`config.mk`:
```
export PLATFORM = sky130hd
export DESIGN_NAME = oscillator_control_low_byte
export DESIGN_NICKNAME = d
export VERILOG_FILES = /design/src/rtl/osc_ctrl_pkg.sv /design/src/rtl/oscillator_control_low_byte.sv
export VERILOG_INCLUDE_DIRS = /design/src /design/src/rtl
export SDC_FILE = /design/constraint.sdc
export NUM_CORES = 1
export LEC_CHECK = 0
export BUFFER_PORTS_ARGS = -buffer_cell sky130_fd_sc_hd__buf_4
export CAP_MARGIN = 10
export CORE_MARGIN = 2
export CORE_UTILIZATION = 36
export DETAILED_ROUTE_END_ITERATION = 10
export PLACE_DENSITY_LB_ADDON = 0.25
export SYNTH_ARGS = -nofsm -noshare
export SYNTH_HDL_FRONTEND = slang
export SYNTH_SLANG_ARGS = --single-unit
```
`constraint.sdc`:
```
create_clock -name core_clk_in -period 2.21 [get_ports core_clk_in]
set_input_delay 0.442 -clock core_clk_in [delete_from_list [all_inputs] [get_ports core_clk_in]]
set_output_delay 0.442 -clock core_clk_in [all_outputs]
set_load 0.01 [all_outputs]
```
`src/rtl/osc_ctrl_cfg.svh`:
```
// constants for the oscillator control block: offsets, fields, timing
// assumes a 100 MHz core clock and a 16-bit register port
`ifndef OSC_CTRL_CFG_SVH
`define OSC_CTRL_CFG_SVH

// ----------------------------------------------------------------------
// register offsets (word index on the register port)
// ----------------------------------------------------------------------
`define OFS_OSC_CONTROL 4'h0
`define OFS_UNLOCK_KEY 4'h1
`define OFS_IRQ_STATUS 4'h2
`define OFS_IRQ_MASK 4'h3

// ----------------------------------------------------------------------
// oscillator control fields
// ----------------------------------------------------------------------
`define BIT_SWITCH_REQUEST 0
`define BIT_SECONDARY_EN 1
`define BIT_PRIMARY_SLEEP 2
`define BIT_CLOCK_FAIL 3
`define BIT_UNUSED 4
`define BIT_PLL_SETTLED 5
`define BIT_PIN_MAP_FREEZE 6
`define BIT_CLOCK_FREEZE 7
`define NEW_SEL_LSB 8
`define CUR_SEL_LSB 12

// ----------------------------------------------------------------------
// unlock keys and interrupt bits
// ----------------------------------------------------------------------
`define UNLOCK_KEY_FIRST 8'h55
`define UNLOCK_KEY_SECOND 8'hAA
`define IRQ_BIT_CLOCK_FAIL 0
`define IRQ_BIT_SWITCH_DONE 1
`define IRQ_BIT_PLL_SETTLED 2
`define IRQ_WIDTH 3
`define IRQ_RESET 3'h0

// ----------------------------------------------------------------------
// selection codes whose clock path runs through the pll
// ----------------------------------------------------------------------
`define SEL_PLL_A 3'h1
`define SEL_PLL_B 3'h3

// ----------------------------------------------------------------------
// timing: figures in ns, counts derived from the clock period
// ----------------------------------------------------------------------
`define CLK_PERIOD_NS 10
`define SWITCH_TIME_NS 2000
`define PLL_START_TIME_NS 2000
`define SWITCH_CYCLES ((`SWITCH_TIME_NS + `CLK_PERIOD_NS - 1) / `CLK_PERIOD_NS)
`define PLL_START_CYCLES \
  ((`PLL_START_TIME_NS + `CLK_PERIOD_NS - 1) / `CLK_PERIOD_NS)

`endif

```
`src/rtl/osc_ctrl_pkg.sv`:
```
// types shared by the oscillator control block and its surroundings
// assumes the constants header is compiled alongside
package osc_ctrl_pkg;

  // ----------------------------------------------------------------------
  // register port request
  // ----------------------------------------------------------------------
  typedef struct packed {
    logic [3:0] addr;   // word index
    logic [15:0] wdata; // write data
    logic wr;           // write strobe
    logic rd;           // read strobe
  } bus_req_t;

  // clock source selection code
  typedef logic [2:0] osc_sel_t;

  // ----------------------------------------------------------------------
  // low byte of the oscillator control word, msb first
  // ----------------------------------------------------------------------
  typedef struct packed {
    logic clock_select_freeze;
    logic pin_map_freeze;
    logic pll_settled;
    logic unused;
    logic clock_fail_flag;
    logic primary_osc_sleep_keep;
    logic secondary_osc_enable;
    logic osc_switch_request;
  } ctrl_low_t;

  // switch sequencer states
  typedef enum logic [1:0] {
    SW_IDLE = 2'b01,
    SW_BUSY = 2'b10
  } switch_state_t;

  // pin-map unlock sequence states
  typedef enum logic [2:0] {
    UL_LOCKED = 3'b001,
    UL_HALF = 3'b010,
    UL_OPEN = 3'b100
  } unlock_state_t;

endpackage : osc_ctrl_pkg

```
`src/rtl/oscillator_control_low_byte.sv`:
```
// oscillator control register with switch sequencer and pll status
// assumes synchronous inputs on core_clk_in and a one-cycle read port
//
// Implementation choices: the plain strobed port and the address map.
`timescale 1ns/1ps
`include "osc_ctrl_cfg.svh"

// Behaviour
// monitor on and freeze set blocks selection changes
// monitor off never freezes clock selection
// pin-map freeze bit shows mapping lock state
// pin-map freeze changes only after unlock sequence
// one-way config keeps pin-map freeze set
// pll settled when locked or start timer done
// pll settled zero during switch, non-pll mode
// clock fail flag set on monitor failure
// primary oscillator runs in sleep when enabled
// secondary oscillator enable turns it on/off
// switch request starts switch to new selection
// hardware clears switch request when done
// unused bit ignores writes, reads zero
// selection reset values come from initial config
// clock fail flag sticky until software clears
module oscillator_control_low_byte (
  input wire logic core_clk_in,                        // core clock
  input wire logic rstn_in,                            // async reset, low
  input wire osc_ctrl_pkg::bus_req_t bus_req_in,       // register request
  output logic [15:0] rdata_out,                       // read data
  input wire logic monitor_config_bit_in,              // monitor enabled
  input wire logic io_one_shot_config_in,              // one-way freeze
  input wire osc_ctrl_pkg::osc_sel_t initial_osc_config_in, // boot source
  input wire logic clock_fail_detect_in,               // monitor failure
  input wire logic pll_in_lock_in,                     // pll lock detect
  input wire logic sleep_in,                           // sleep mode active
  output logic primary_osc_run_out,                    // primary osc on
  output logic secondary_osc_on_out,                   // secondary osc on
  output osc_ctrl_pkg::osc_sel_t current_osc_out,      // active source
  output logic switch_busy_out,                        // switch running
  output logic pin_map_lock_out,                       // mapping locked
  output logic irq_out                                 // level interrupt
);
  import osc_ctrl_pkg::*;

  // ----------------------------------------------------------------------
  // helpers
  // ----------------------------------------------------------------------
  // true for the selection codes that use the pll
  function automatic logic is_pll_mode(input osc_sel_t sel);
    is_pll_mode = (sel == `SEL_PLL_A) || (sel == `SEL_PLL_B);
  endfunction : is_pll_mode

  localparam logic [7:0] SWITCH_LAST = 8'(`SWITCH_CYCLES - 1);
  localparam logic [7:0] PLL_LAST = 8'(`PLL_START_CYCLES - 1);

  // ----------------------------------------------------------------------
  // state
  // ----------------------------------------------------------------------
  logic loaded;                    // boot selection captured
  osc_sel_t new_osc_select;        // requested source
  osc_sel_t current_osc;           // active source
  logic clock_select_freeze;       // selection freeze bit
  logic pin_map_freeze;            // pin mapping freeze bit
  logic clock_fail_flag;           // sticky failure flag
  logic primary_osc_sleep_keep;    // primary runs in sleep
  logic secondary_osc_enable;      // secondary osc enable
  switch_state_t sw_state;         // switch sequencer
  logic [7:0] sw_count;            // switch settle counter
  logic [7:0] pll_count;           // pll start-up counter
  logic pll_timer_done;            // start-up timer expired
  unlock_state_t ul_state;         // unlock sequencer
  logic [`IRQ_WIDTH-1:0] irq_status; // sticky events
  logic [`IRQ_WIDTH-1:0] irq_mask;   // event enables
  logic pll_settled_q;             // previous settled value
  logic [15:0] rdata;              // read data register

  // ----------------------------------------------------------------------
  // decode
  // ----------------------------------------------------------------------
  wire wr_ctrl = bus_req_in.wr && (bus_req_in.addr == `OFS_OSC_CONTROL);
  wire wr_key = bus_req_in.wr && (bus_req_in.addr == `OFS_UNLOCK_KEY);
  wire wr_stat = bus_req_in.wr && (bus_req_in.addr == `OFS_IRQ_STATUS);
  wire wr_mask = bus_req_in.wr && (bus_req_in.addr == `OFS_IRQ_MASK);
  wire [7:0] wkey = bus_req_in.wdata[7:0];
  wire [15:0] wd = bus_req_in.wdata;

  // freeze only counts while the monitor is configured on
  wire sel_frozen = monitor_config_bit_in && clock_select_freeze;
  wire sel_writable = wr_ctrl && !sel_frozen;
  wire switch_start = sel_writable && wd[`BIT_SWITCH_REQUEST] &&
                      (sw_state == SW_IDLE) && loaded;
  wire switch_done = (sw_state == SW_BUSY) && (sw_count == SWITCH_LAST);

  // pin-map freeze changes only through an open unlock window
  wire pm_write = wr_ctrl && (ul_state == UL_OPEN);
  wire pm_new = wd[`BIT_PIN_MAP_FREEZE];
  wire pm_clear_blocked = io_one_shot_config_in && pin_map_freeze;
  wire next_pin_map = (pm_write && !(pm_clear_blocked && !pm_new)) ?
                      pm_new : pin_map_freeze;

  // pll settled: pll path, not switching, and locked or timer done
  wire pll_mode = is_pll_mode(current_osc);
  wire pll_settled = pll_mode && (sw_state == SW_IDLE) &&
                     (pll_in_lock_in || pll_timer_done);

  // low byte as software sees it
  ctrl_low_t low;
  assign low.clock_select_freeze = clock_select_freeze;
  assign low.pin_map_freeze = pin_map_freeze;
  assign low.pll_settled = pll_settled;
  assign low.unused = 1'b0;
  assign low.clock_fail_flag = clock_fail_flag;
  assign low.primary_osc_sleep_keep = primary_osc_sleep_keep;
  assign low.secondary_osc_enable = secondary_osc_enable;
  assign low.osc_switch_request = (sw_state == SW_BUSY);

  wire [15:0] ctrl_word = {1'b0, current_osc, 1'b0, new_osc_select, low};

  // event sources for the interrupt status
  wire [`IRQ_WIDTH-1:0] irq_events = {
    pll_settled && !pll_settled_q,
    switch_done,
    clock_fail_detect_in
  };

  // read multiplexer; unmapped offsets read zero
  wire [15:0] next_rdata =
    !bus_req_in.rd ? 16'h0000 :
    (bus_req_in.addr == `OFS_OSC_CONTROL) ? ctrl_word :
    (bus_req_in.addr == `OFS_IRQ_STATUS) ? {13'h0000, irq_status} :
    (bus_req_in.addr == `OFS_IRQ_MASK) ? {13'h0000, irq_mask} :
    16'h0000;

  // ----------------------------------------------------------------------
  // boot selection capture
  // ----------------------------------------------------------------------
  // the strap is caught on the first clock after release, not in reset
  always_ff @(posedge core_clk_in or negedge rstn_in) begin
    if (!rstn_in) begin
      loaded <= 1'b0;
    end else begin
      loaded <= 1'b1;
    end
  end

  // ----------------------------------------------------------------------
  // selection registers
  // ----------------------------------------------------------------------
  always_ff @(posedge core_clk_in or negedge rstn_in) begin
    if (!rstn_in) begin
      new_osc_select <= 3'h0;
      current_osc <= 3'h0;
    end else if (!loaded) begin
      new_osc_select <= initial_osc_config_in;
      current_osc <= initial_osc_config_in;
    end else begin
      if (sel_writable && (sw_state == SW_IDLE)) begin
        new_osc_select <= wd[`NEW_SEL_LSB +: 3];
      end
      if (switch_done) begin
        current_osc <= new_osc_select;
      end
    end
  end

  // ----------------------------------------------------------------------
  // control bits
  // ----------------------------------------------------------------------
  // the selection freeze can be set but only reset clears it
  always_ff @(posedge core_clk_in or negedge rstn_in) begin
    if (!rstn_in) begin
      clock_select_freeze <= 1'b0;
      pin_map_freeze <= 1'b0;
      primary_osc_sleep_keep <= 1'b0;
      secondary_osc_enable <= 1'b0;
    end else begin
      if (wr_ctrl && wd[`BIT_CLOCK_FREEZE]) begin
        clock_select_freeze <= 1'b1;
      end
      pin_map_freeze <= next_pin_map;
      if (wr_ctrl) begin
        primary_osc_sleep_keep <= wd[`BIT_PRIMARY_SLEEP];
        secondary_osc_enable <= wd[`BIT_SECONDARY_EN];
      end
    end
  end

  // ----------------------------------------------------------------------
  // clock fail flag
  // ----------------------------------------------------------------------
  // writing zero clears it; a failure in the same cycle still sets it
  always_ff @(posedge core_clk_in or negedge rstn_in) begin
    if (!rstn_in) begin
      clock_fail_flag <= 1'b0;
    end else if (clock_fail_detect_in) begin
      clock_fail_flag <= 1'b1;
    end else if (wr_ctrl && !wd[`BIT_CLOCK_FAIL]) begin
      clock_fail_flag <= 1'b0;
    end
  end

  // ----------------------------------------------------------------------
  // switch sequencer
  // ----------------------------------------------------------------------
  // a request is held for a fixed settle time, then the source moves
  always_ff @(posedge core_clk_in or negedge rstn_in) begin
    if (!rstn_in) begin
      sw_state <= SW_IDLE;
      sw_count <= 8'h00;
    end else begin
      case (sw_state)
        SW_IDLE: begin
          sw_count <= 8'h00;
          if (switch_start) begin
            sw_state <= SW_BUSY;
          end
        end
        SW_BUSY: begin
          sw_count <= sw_count + 8'h01;
          if (switch_done) begin
            sw_state <= SW_IDLE;
          end
        end
        default: begin
          sw_state <= SW_IDLE;
        end
      endcase
    end
  end

  // ----------------------------------------------------------------------
  // pll start-up timer
  // ----------------------------------------------------------------------
  // restarts on every switch and whenever the pll path is left
  always_ff @(posedge core_clk_in or negedge rstn_in) begin
    if (!rstn_in) begin
      pll_count <= 8'h00;
      pll_timer_done <= 1'b0;
    end else if (!pll_mode || (sw_state == SW_BUSY)) begin
      pll_count <= 8'h00;
      pll_timer_done <= 1'b0;
    end else if (!pll_timer_done) begin
      pll_count <= pll_count + 8'h01;
      pll_timer_done <= (pll_count == PLL_LAST);
    end
  end

  // ----------------------------------------------------------------------
  // pin-map unlock sequence
  // ----------------------------------------------------------------------
  // two consecutive key writes open one control write; any other
  // register write in between starts the sequence over
  always_ff @(posedge core_clk_in or negedge rstn_in) begin
    if (!rstn_in) begin
      ul_state <= UL_LOCKED;
    end else if (bus_req_in.wr) begin
      case (ul_state)
        UL_LOCKED: begin
          ul_state <= (wr_key && wkey == `UNLOCK_KEY_FIRST) ?
                      UL_HALF : UL_LOCKED;
        end
        UL_HALF: begin
          ul_state <= (wr_key && wkey == `UNLOCK_KEY_SECOND) ?
                      UL_OPEN : UL_LOCKED;
        end
        UL_OPEN: begin
          ul_state <= UL_LOCKED;
        end
        default: begin
          ul_state <= UL_LOCKED;
        end
      endcase
    end
  end

  // ----------------------------------------------------------------------
  // interrupt status and mask
  // ----------------------------------------------------------------------
  // write one to clear; a new event in the same cycle wins
  always_ff @(posedge core_clk_in or negedge rstn_in) begin
    if (!rstn_in) begin
      irq_status <= `IRQ_RESET;
      irq_mask <= `IRQ_RESET;
      pll_settled_q <= 1'b0;
    end else begin
      irq_status <= (irq_status &
                     ~(wr_stat ? wd[`IRQ_WIDTH-1:0] : `IRQ_RESET)) |
                    irq_events;
      if (wr_mask) begin
        irq_mask <= wd[`IRQ_WIDTH-1:0];
      end
      pll_settled_q <= pll_settled;
    end
  end

  // ----------------------------------------------------------------------
  // read data
  // ----------------------------------------------------------------------
  always_ff @(posedge core_clk_in or negedge rstn_in) begin
    if (!rstn_in) begin
      rdata <= 16'h0000;
    end else begin
      rdata <= next_rdata;
    end
  end

  // ----------------------------------------------------------------------
  // outputs
  // ----------------------------------------------------------------------
  assign rdata_out = rdata;
  // primary stops in sleep unless kept
  assign primary_osc_run_out = !sleep_in || primary_osc_sleep_keep;
  assign secondary_osc_on_out = secondary_osc_enable;
  assign current_osc_out = current_osc;
  assign switch_busy_out = (sw_state == SW_BUSY);
  assign pin_map_lock_out = pin_map_freeze;
  assign irq_out = |(irq_status & irq_mask);

endmodule : oscillator_control_low_byte

```
# == Word-level counts from Yosys, hierarchy flattened ==
# Index checks and enable logic that the tools add are counted.
# totals
ff_bits,56
latch_bits,0
ramBits,0
mem_bits_ro,0
output_inout_bits,24
elab_cells,102
n_memories,0
# op_classes
n_addsub,2
multipliers,0
n_div,0
n_lt_le_gt_ge,0
n_eq_ne,19
shifts,0
n_mux,22
bitwise,4
reduce_logical,38
# op_table
op,n
two-way mux 15 bit,2
== test 8 bit (second input constant),3
two-way mux 3 bit,8
logical AND 1 bit,22
adder 8 x 1 -> 8 bit (second input constant),2
two-way mux 8 bit,2
one-hot mux 8 bit (2 select lines),1
== test 4 x 2 -> 1 bit (second input constant),2
== test 8 x 7 -> 1 bit (second input constant),1
!= test 2 x 1 -> 1 bit (second input constant),4
logical NOT 1 bit,7
bitwise AND 3 bit,2
== test 3 x 1 -> 1 bit (second input constant),2
== test 3 x 2 -> 1 bit (second input constant),2
two-way mux 2 bit,3
one-hot mux 3 bit (2 select lines),1
== test 4 x 1 -> 1 bit (second input constant),1
logical NOT 4 bit,1
logical OR 1 bit,4
two-way mux 1 bit,4
one-hot mux 2 bit (2 select lines),1
nonzero test 2 bit,2
== test 3 bit (second input constant),1
inverter 3 bit,1
6 further kinds,6

# == Logic depth before layout (Yosys ltp) ==
# Gate-level depths: netlist of the first run.
# depth
depth_word,8
depth_mapped,7

# == Worst setup path before layout of the first run ==
# No wires, ideal clock.
# synth_path
path_kind,register -> register
from,register sw_state[0]
to,register sw_count[5]
t_arrival_ps,1733
required_ps,2133
setup_slack_ps,400
path_stages_with_launch,7
path_buffers,1
synth_period_minus_slack_ps,1810
path_cell_list,dfstp_2 > inv_1 > ha_1 > clkbuf_1 > nand4b_1 > or3_1 > a21oi_1
# synth_between
elab_chain_len,2
word_cells_on_any_way,4
cone_classes,2 x eq/ne; 1 x mux; 1 x reduce/logical
# synth_rtl
item,line_no,source
start: declaration,oscillator_control_low_byte.sv:66,switch_state_t sw_state;
start signal: assignment,oscillator_control_low_byte.sv:207,sw_state <= SW_IDLE;
start signal: assignment,oscillator_control_low_byte.sv:214,sw_state <= SW_BUSY;
start signal: assignment,oscillator_control_low_byte.sv:220,sw_state <= SW_IDLE;
== test 2 bit / == test 2 x 1 -> 1 bit (equally long branches),oscillator_control_low_byte.sv:210,case (sw_state)
one-hot mux 8 bit (2 select lines) / nonzero test 2 bit (equally long branches),n/a,
end signal: assignment,oscillator_control_low_byte.sv:218,sw_count <= sw_count + 8'h01;
end: declaration,oscillator_control_low_byte.sv:67,logic [7:0] sw_count;
# Several ways; a longest one is shown, not always the timed one.
# A chain may end at the register's enable or synchronous reset.

# == Worst setup path in the final report of the first run ==
# layout_path
from,register sw_state[0]
to,output switch_busy_out
# layout_between
elab_chain_len,1
# layout_rtl
item,line_no,source
== test 2 bit,oscillator_control_low_byte.sv:314,assign switch_busy_out = (sw_state == SW_BUSY);
end: declaration,oscillator_control_low_byte.sv:38,"output logic switch_busy_out,"
# Every way passes these cells.

==> results of run 1 <==
==> worst max-delay path: stages (launching register included) <==
cell     delay [ps]
dfstp_2         550
inv_1            40
ha_1            340
buf_4           210
==> sequential cells by signal, indices dropped and copies added (netlist names), 2 cells and up <==
name	cells
ul_state	3
sw_state	2
current_osc_out	3
irq_mask	3
pll_count	8
rdata_out	13
new_osc_select	3
irq_status	3
sw_count	8
==> how the worst max path moves through the flow <==
stage | depth (start not counted) | end | slack (ps) | startpoint
global placement | 5 | ul_state[0] | 420 | bus_req_in[21]
CTS | 3 | switch_busy_out | 310 | sw_state[0]
finish | 3 | switch_busy_out | 320 | sw_state[0]
global route | 3 | switch_busy_out | 250 | sw_state[0]
floorplan | 6 | sw_count[5] | 400 | sw_state[0]
detailed placement | 5 | ul_state[0] | 420 | bus_req_in[21]
==> cell families after synthesis <==
family	count (synthesis)	synth area share
and+or+nand+nor	100	0.218
DFF	54	0.542
AOI/OAI and AO/OA	35	0.0931
buffers and inverters	22	0.0471
muxes	11	0.0456
xor gates and xnor gates	9	0.0315
adders and majority gates	4	0.0200
other	2	0.00301
==> area by class of cell <==
cell class / count / area [µm²] / share of cell area
Sequential cell: 54 / 1350 / 0.453
Tap cell: 80 / 100 / 0.0335
Clock buffer: 5 / 68.8 / 0.0231
Clock inverter: 2 / 15.0 / 0.00503
Inverter: 10 / 37.5 / 0.0126
Timing Repair Buffer: 50 / 375 / 0.126
Multi-Input combinational cell: 163 / 1030 / 0.347
==> power breakdown <==
group	internal, W	switching [W]
Clock	0.000217	0.000319
Combinational	0.000101	0.0000972
Sequential	0.00103	0.0000375
Total	0.00135	0.000454
==> layer usage <==
metal  vias to the layer above  track usage
li1                        910            -
met1                       902        0.212
met2                        42        0.219
met3                         9       0.0322
met4                         0       0.0462
met5                         -            0
==> cells in the mapped netlist (2+ instances only) <==
| cell | count |
|---|---|
| dfrtp_1 | 52 |
| nand2_1 | 26 |
| nor2_1 | 26 |
| a21oi_1 | 10 |
| inv_1 | 10 |
| and3_1 | 9 |
| mux2i_1 | 8 |
| nand3_1 | 8 |
| o21ai_0 | 8 |
| buf_4 | 7 |
| xor2_1 | 6 |
| nand2b_1 | 5 |
| ha_1 | 4 |
| mux2_2 | 3 |
| nand4_1 | 3 |
| nor3_1 | 3 |
| nor4b_1 | 3 |
| nor4bb_1 | 3 |
| o221ai_1 | 3 |
| xnor2_1 | 3 |
| a21o_1 | 2 |
| a32o_1 | 2 |
| and2_1 | 2 |
| clkbuf_1 | 2 |
| conb_1 | 2 |
| dfstp_2 | 2 |
| o22ai_1 | 2 |
| o2bb2ai_1 | 2 |
| or3_1 | 2 |
==> stage by stage <==
step           setup slack, ps  hold WS [ps]
2_1_floorplan              400           146
3_3_place_gp               424           401
3_5_place_dp               423           409
4_1_cts                    307           185
5_1_grt                    248           221
6_report                   320           171
==> flow_metrics.tcl, run 1 <==
set metrics [dict create \
    start_kind "flip-flop" \
    tightestPinTransition_ps 676 \
    finalMaxSlewViolations 0 \
    dieWidth_um 87.3 \
    most-common-layout-cells "dfrtp_1 (52), buf_4 (50), nor2_1 (26), nand2_1 (26)" \
    finalWirelength_mm 5.17 \
    clk_pin_slew_ps 100 \
    crit_fanout 10 \
    fmaxAchievable_mhz 529 \
    antenna_found_initial 0 \
    outcome "finished clean" \
    wl_per_cell_um 14.2 \
    drt-met1-wl_mm 2.56 \
    setup_violations 0 \
    finish.utilization 0.442 \
    synth_top_area_share 0.521 \
    numCtsBuffers 5 \
    power_w 0.00180 \
    wl_met3_um 252 \
    vias 1863 \
    period_needed_ps 1890 \
    ys_top_cells_by_area "dfrtp_1 (52%), nand2_1 (3.9%), nor2_1 (3.9%), mux2i_1 (3.2%), and3_1 (2.3%)" \
    grt_pass1_vias 1813 \
    r2r_cells 5 \
    synth_edf_count 0 \
    dieHeight_um 87.3 \
    first_iter_violations 105 \
    topRoutingLayerUsed "met4" \
    layout.nets 320 \
    yosys_warnings 0 \
    cts_hold_buf 0 \
    avgSynthCellArea_um2 10.5 \
    io_pins 56 \
    cts-root-buf "clkbuf_8" \
    drc 0 \
    synthFlopType "dfrtp_1" \
    worst-setup-path-type "flip-flop to primary output" \
    layout.cells.non_filler 364 \
    placed_cell_area_mm2 0.00290 \
    synth_cells 237 \
    cts_resized 0 \
    cts.htree.levels 2 \
    power_density_mw_per_mm2 604 \
    cp.required_ps 1770 \
    via_per_inst 5.12 \
    antenna_cells 0 \
    min_path_type "input pin to async pin" \
    rsz0062_at_grt "false" \
    rr_startpoint "sw_state[0]" \
    power_leakage_nw 1.43 \
    yosysSeqAreaShare 0.542 \
    fin_setup_tns_ps 0 \
    syn_area_mm2 0.00250 \
    design_area_mm2 0.00299 \
    clockBufferDepth 2 \
    yosysTopAreaCell "dfrtp_1" \
    relSlewSlack 0.549 \
    overflow 0 \
    cts.sinks 54 \
    grt_pass1_wl_mm 8.80 \
    core_mm2 0.00676 \
    num_rows 30 \
    initial_utilization 0.370 \
    cts_tree "built" \
    layout_commonest_cell "dfrtp_1" \
    hold_violations 0 \
    fin_worst_skew_ps 8.65 \
    die_area_mm2 0.00762 \
    route.met2.wl_mm 2.29 \
    dp_hpwl_mm 3.74 \
    post_cts_buffers 0 \
    synth-seq-cells 54 \
    nFillCells 668 \
    rrSetupSlack_ps 450 \
    ir_worst_vdd_mv 0.378 \
    grt.total_usage 0.146 \
    drv_cap 0 \
    first_pass_iters 4 \
    area_growth_pct 19.5 \
    crit_path_end_kind "primary output" \
    grt_max_degree 55 \
    cp.arrival_ps 1450 \
    place_congestion 0.785 \
    clock_latency_ps 310 \
    portBuffers 47 \
    synth_async_sr_flop_share 1.00 \
    final_layout_size_suffix_gt1_frac 0.232 \
    period_share 0.855 \
    place_inst 357 \
    regToRegEndpoint "sw_count[5]" \
    synthDistinctLibCells 48 \
    ant_nets 0 \
]
No activity file was read; power rests on OpenSTA's default activity.
==> inputs of run 2 (changes only) <==
--- a/config.mk
+++ b/config.mk
@@ -7,4 +7,5 @@
 export NUM_CORES = 1
 export LEC_CHECK = 0
+export ABC_AREA = 0
 export BUFFER_PORTS_ARGS = -buffer_cell sky130_fd_sc_hd__buf_4
 export CAP_MARGIN = 10
==> constraint.sdc (replaced) <==
create_clock -name core_clk_in -period 2.21 [get_ports core_clk_in]
set_input_delay 0.221 -clock core_clk_in [delete_from_list [all_inputs] [get_ports core_clk_in]]
set_output_delay 0.221 -clock core_clk_in [all_outputs]
set_load 0.01 [all_outputs]
==> flow_metrics.tcl, run 2 (synthesized netlist as in run 1, its figures left out) <==
set metrics [dict create \
    layout.nets 321 \
    crit_start "sw_state[0]" \
    clockBufferDepth 2 \
    finalWirelength_mm 5.25 \
    dp_hpwl_mm 3.89 \
    worst-setup-path-type "flip-flop to flip-flop" \
    rsz0062_at_grt "false" \
    rrSetupSlack_ps 460 \
    first_pass_iters 4 \
    cts.htree.levels 2 \
    layout_commonest_cell "dfrtp_1" \
    core_mm2 0.00676 \
    grt_max_degree 55 \
    rr_startpoint "sw_state[0]" \
    layout.cells.non_filler 366 \
    relSlewSlack 0.554 \
    num_rows 30 \
    die_area_mm2 0.00762 \
    clock_latency_ps 310 \
    drv_cap 0 \
    place_congestion 0.795 \
    vias 1874 \
    dieWidth_um 87.3 \
    nFillCells 657 \
    place_inst 357 \
    period_needed_ps 1750 \
    cts.sinks 54 \
    portBuffers 47 \
    area_growth_pct 20.5 \
    cp.arrival_ps 2000 \
    crit_path_end_kind "flip-flop" \
    antenna_cells 0 \
    r2r_cells 5 \
    cts_tree "built" \
    wl_per_cell_um 14.4 \
    largest_reg_flops 13 \
    numCtsBuffers 5 \
    post_cts_buffers 0 \
    outcome "finished clean" \
    regToRegEndpoint "sw_count[5]" \
    crit_fanout 4 \
    power_density_mw_per_mm2 617 \
    power_w 0.00186 \
    cp.required_ps 2460 \
    ant_nets 0 \
    start_kind "flip-flop" \
    grt.total_usage 0.146 \
    cts_resized 0 \
    min_path_type "input pin to flip-flop" \
    drc 0 \
    io_pins 56 \
    final_layout_size_suffix_gt1_frac 0.234 \
    worstHoldStart "clock_fail_detect_in" \
    grt_pass1_wl_mm 8.64 \
    hold_end "irq_status[0]" \
    overflow 0 \
    fmaxAchievable_mhz 571 \
    fin_worst_skew_ps 12.5 \
    setup_violations 0 \
    hold_violations 0 \
    clk_pin_slew_ps 100 \
    dieHeight_um 87.3 \
    worst_hold_slack_ps 117 \
    via_per_inst 5.12 \
    cts-root-buf "clkbuf_8" \
    grt_pass1_vias 1764 \
    finalMaxSlewViolations 0 \
    first_iter_violations 89 \
    power_leakage_nw 1.45 \
    initial_utilization 0.370 \
    ir_worst_vdd_mv 0.267 \
    tightestPinTransition_ps 668 \
    min_path_cells 2 \
    antenna_found_initial 0 \
    most-common-layout-cells "dfrtp_1 (52), buf_4 (50), nor2_1 (26), nand2_1 (26)" \
    period_share 0.792 \
    fin_setup_tns_ps 0 \
]
==> run 2: cell types whose count changed in the layout (fill, tap and decap cells not counted) <==
cell / delta
clkinv_4: +2
clkinvlp_4: -2
clkbuf_8: +1
dlygate4sd3_1: +1
==> run 2: layout make-up <==
class,count,area [µm²],area share
clock buffer,6,82.6,0.0274
sequential,54,1350,0.450
clock inverter,2,17.5,0.00582
inverter,10,37.5,0.0125
tap,80,100,0.0332
timing repair buffer,51,385,0.128
multi-input combinational,163,1030,0.344
==> run 2: layer usage <==
layer  GRT usage  vias to the layer above  wire length, µm
met1       0.205                      905             2550
met3      0.0351                        5              233
met5           0                        -                0
met2       0.221                       39             2410
li1            -                      925                -
met4      0.0503                        0               62
==> run 2: critical path, cell delays in order (launching register included) <==
cell and delay [ps]:
dfstp_2 560, inv_1 40, ha_1 300, nand4b_1 260, or3_1 390, a21oi_1 150
==> run 2: where the power goes <==
part           total, W  internal, W  switching (W)
clock network  0.000591     0.000259       0.000332
registers       0.00107      0.00103      0.0000369
logic          0.000201     0.000103      0.0000981
total           0.00186      0.00139       0.000467
==> run 2: metrics by stage <==
| step | instance area, µm² | setup WS, ps | util |
|---|---|---|---|
| finish | 3010 | 459 | 0.446 |
| global route | 3010 | 356 | 0.446 |
| CTS | 3010 | 425 | 0.446 |
| detailed placement | 2900 | 451 | 0.429 |
| global placement | 2900 | 482 | 0.429 |
| floorplan | 2510 | 400 | - |
==> run 2: worst max path at each step <==
stage / end / slack, ps / cells past startpoint
4_1_cts: sw_count[5] / 420 / 5
3_3_place_gp: sw_count[5] / 480 / 5
2_1_floorplan: sw_count[5] / 400 / 6
5_1_grt: sw_count[5] / 360 / 5
6_report: sw_count[5] / 460 / 5
3_5_place_dp: sw_count[5] / 450 / 5
==> run 2: what timing repair did <==
action	in CTS	in global routing
hold buffers	1	0
setup endpoints to repair	0	0
hold endpoints to repair	52	0
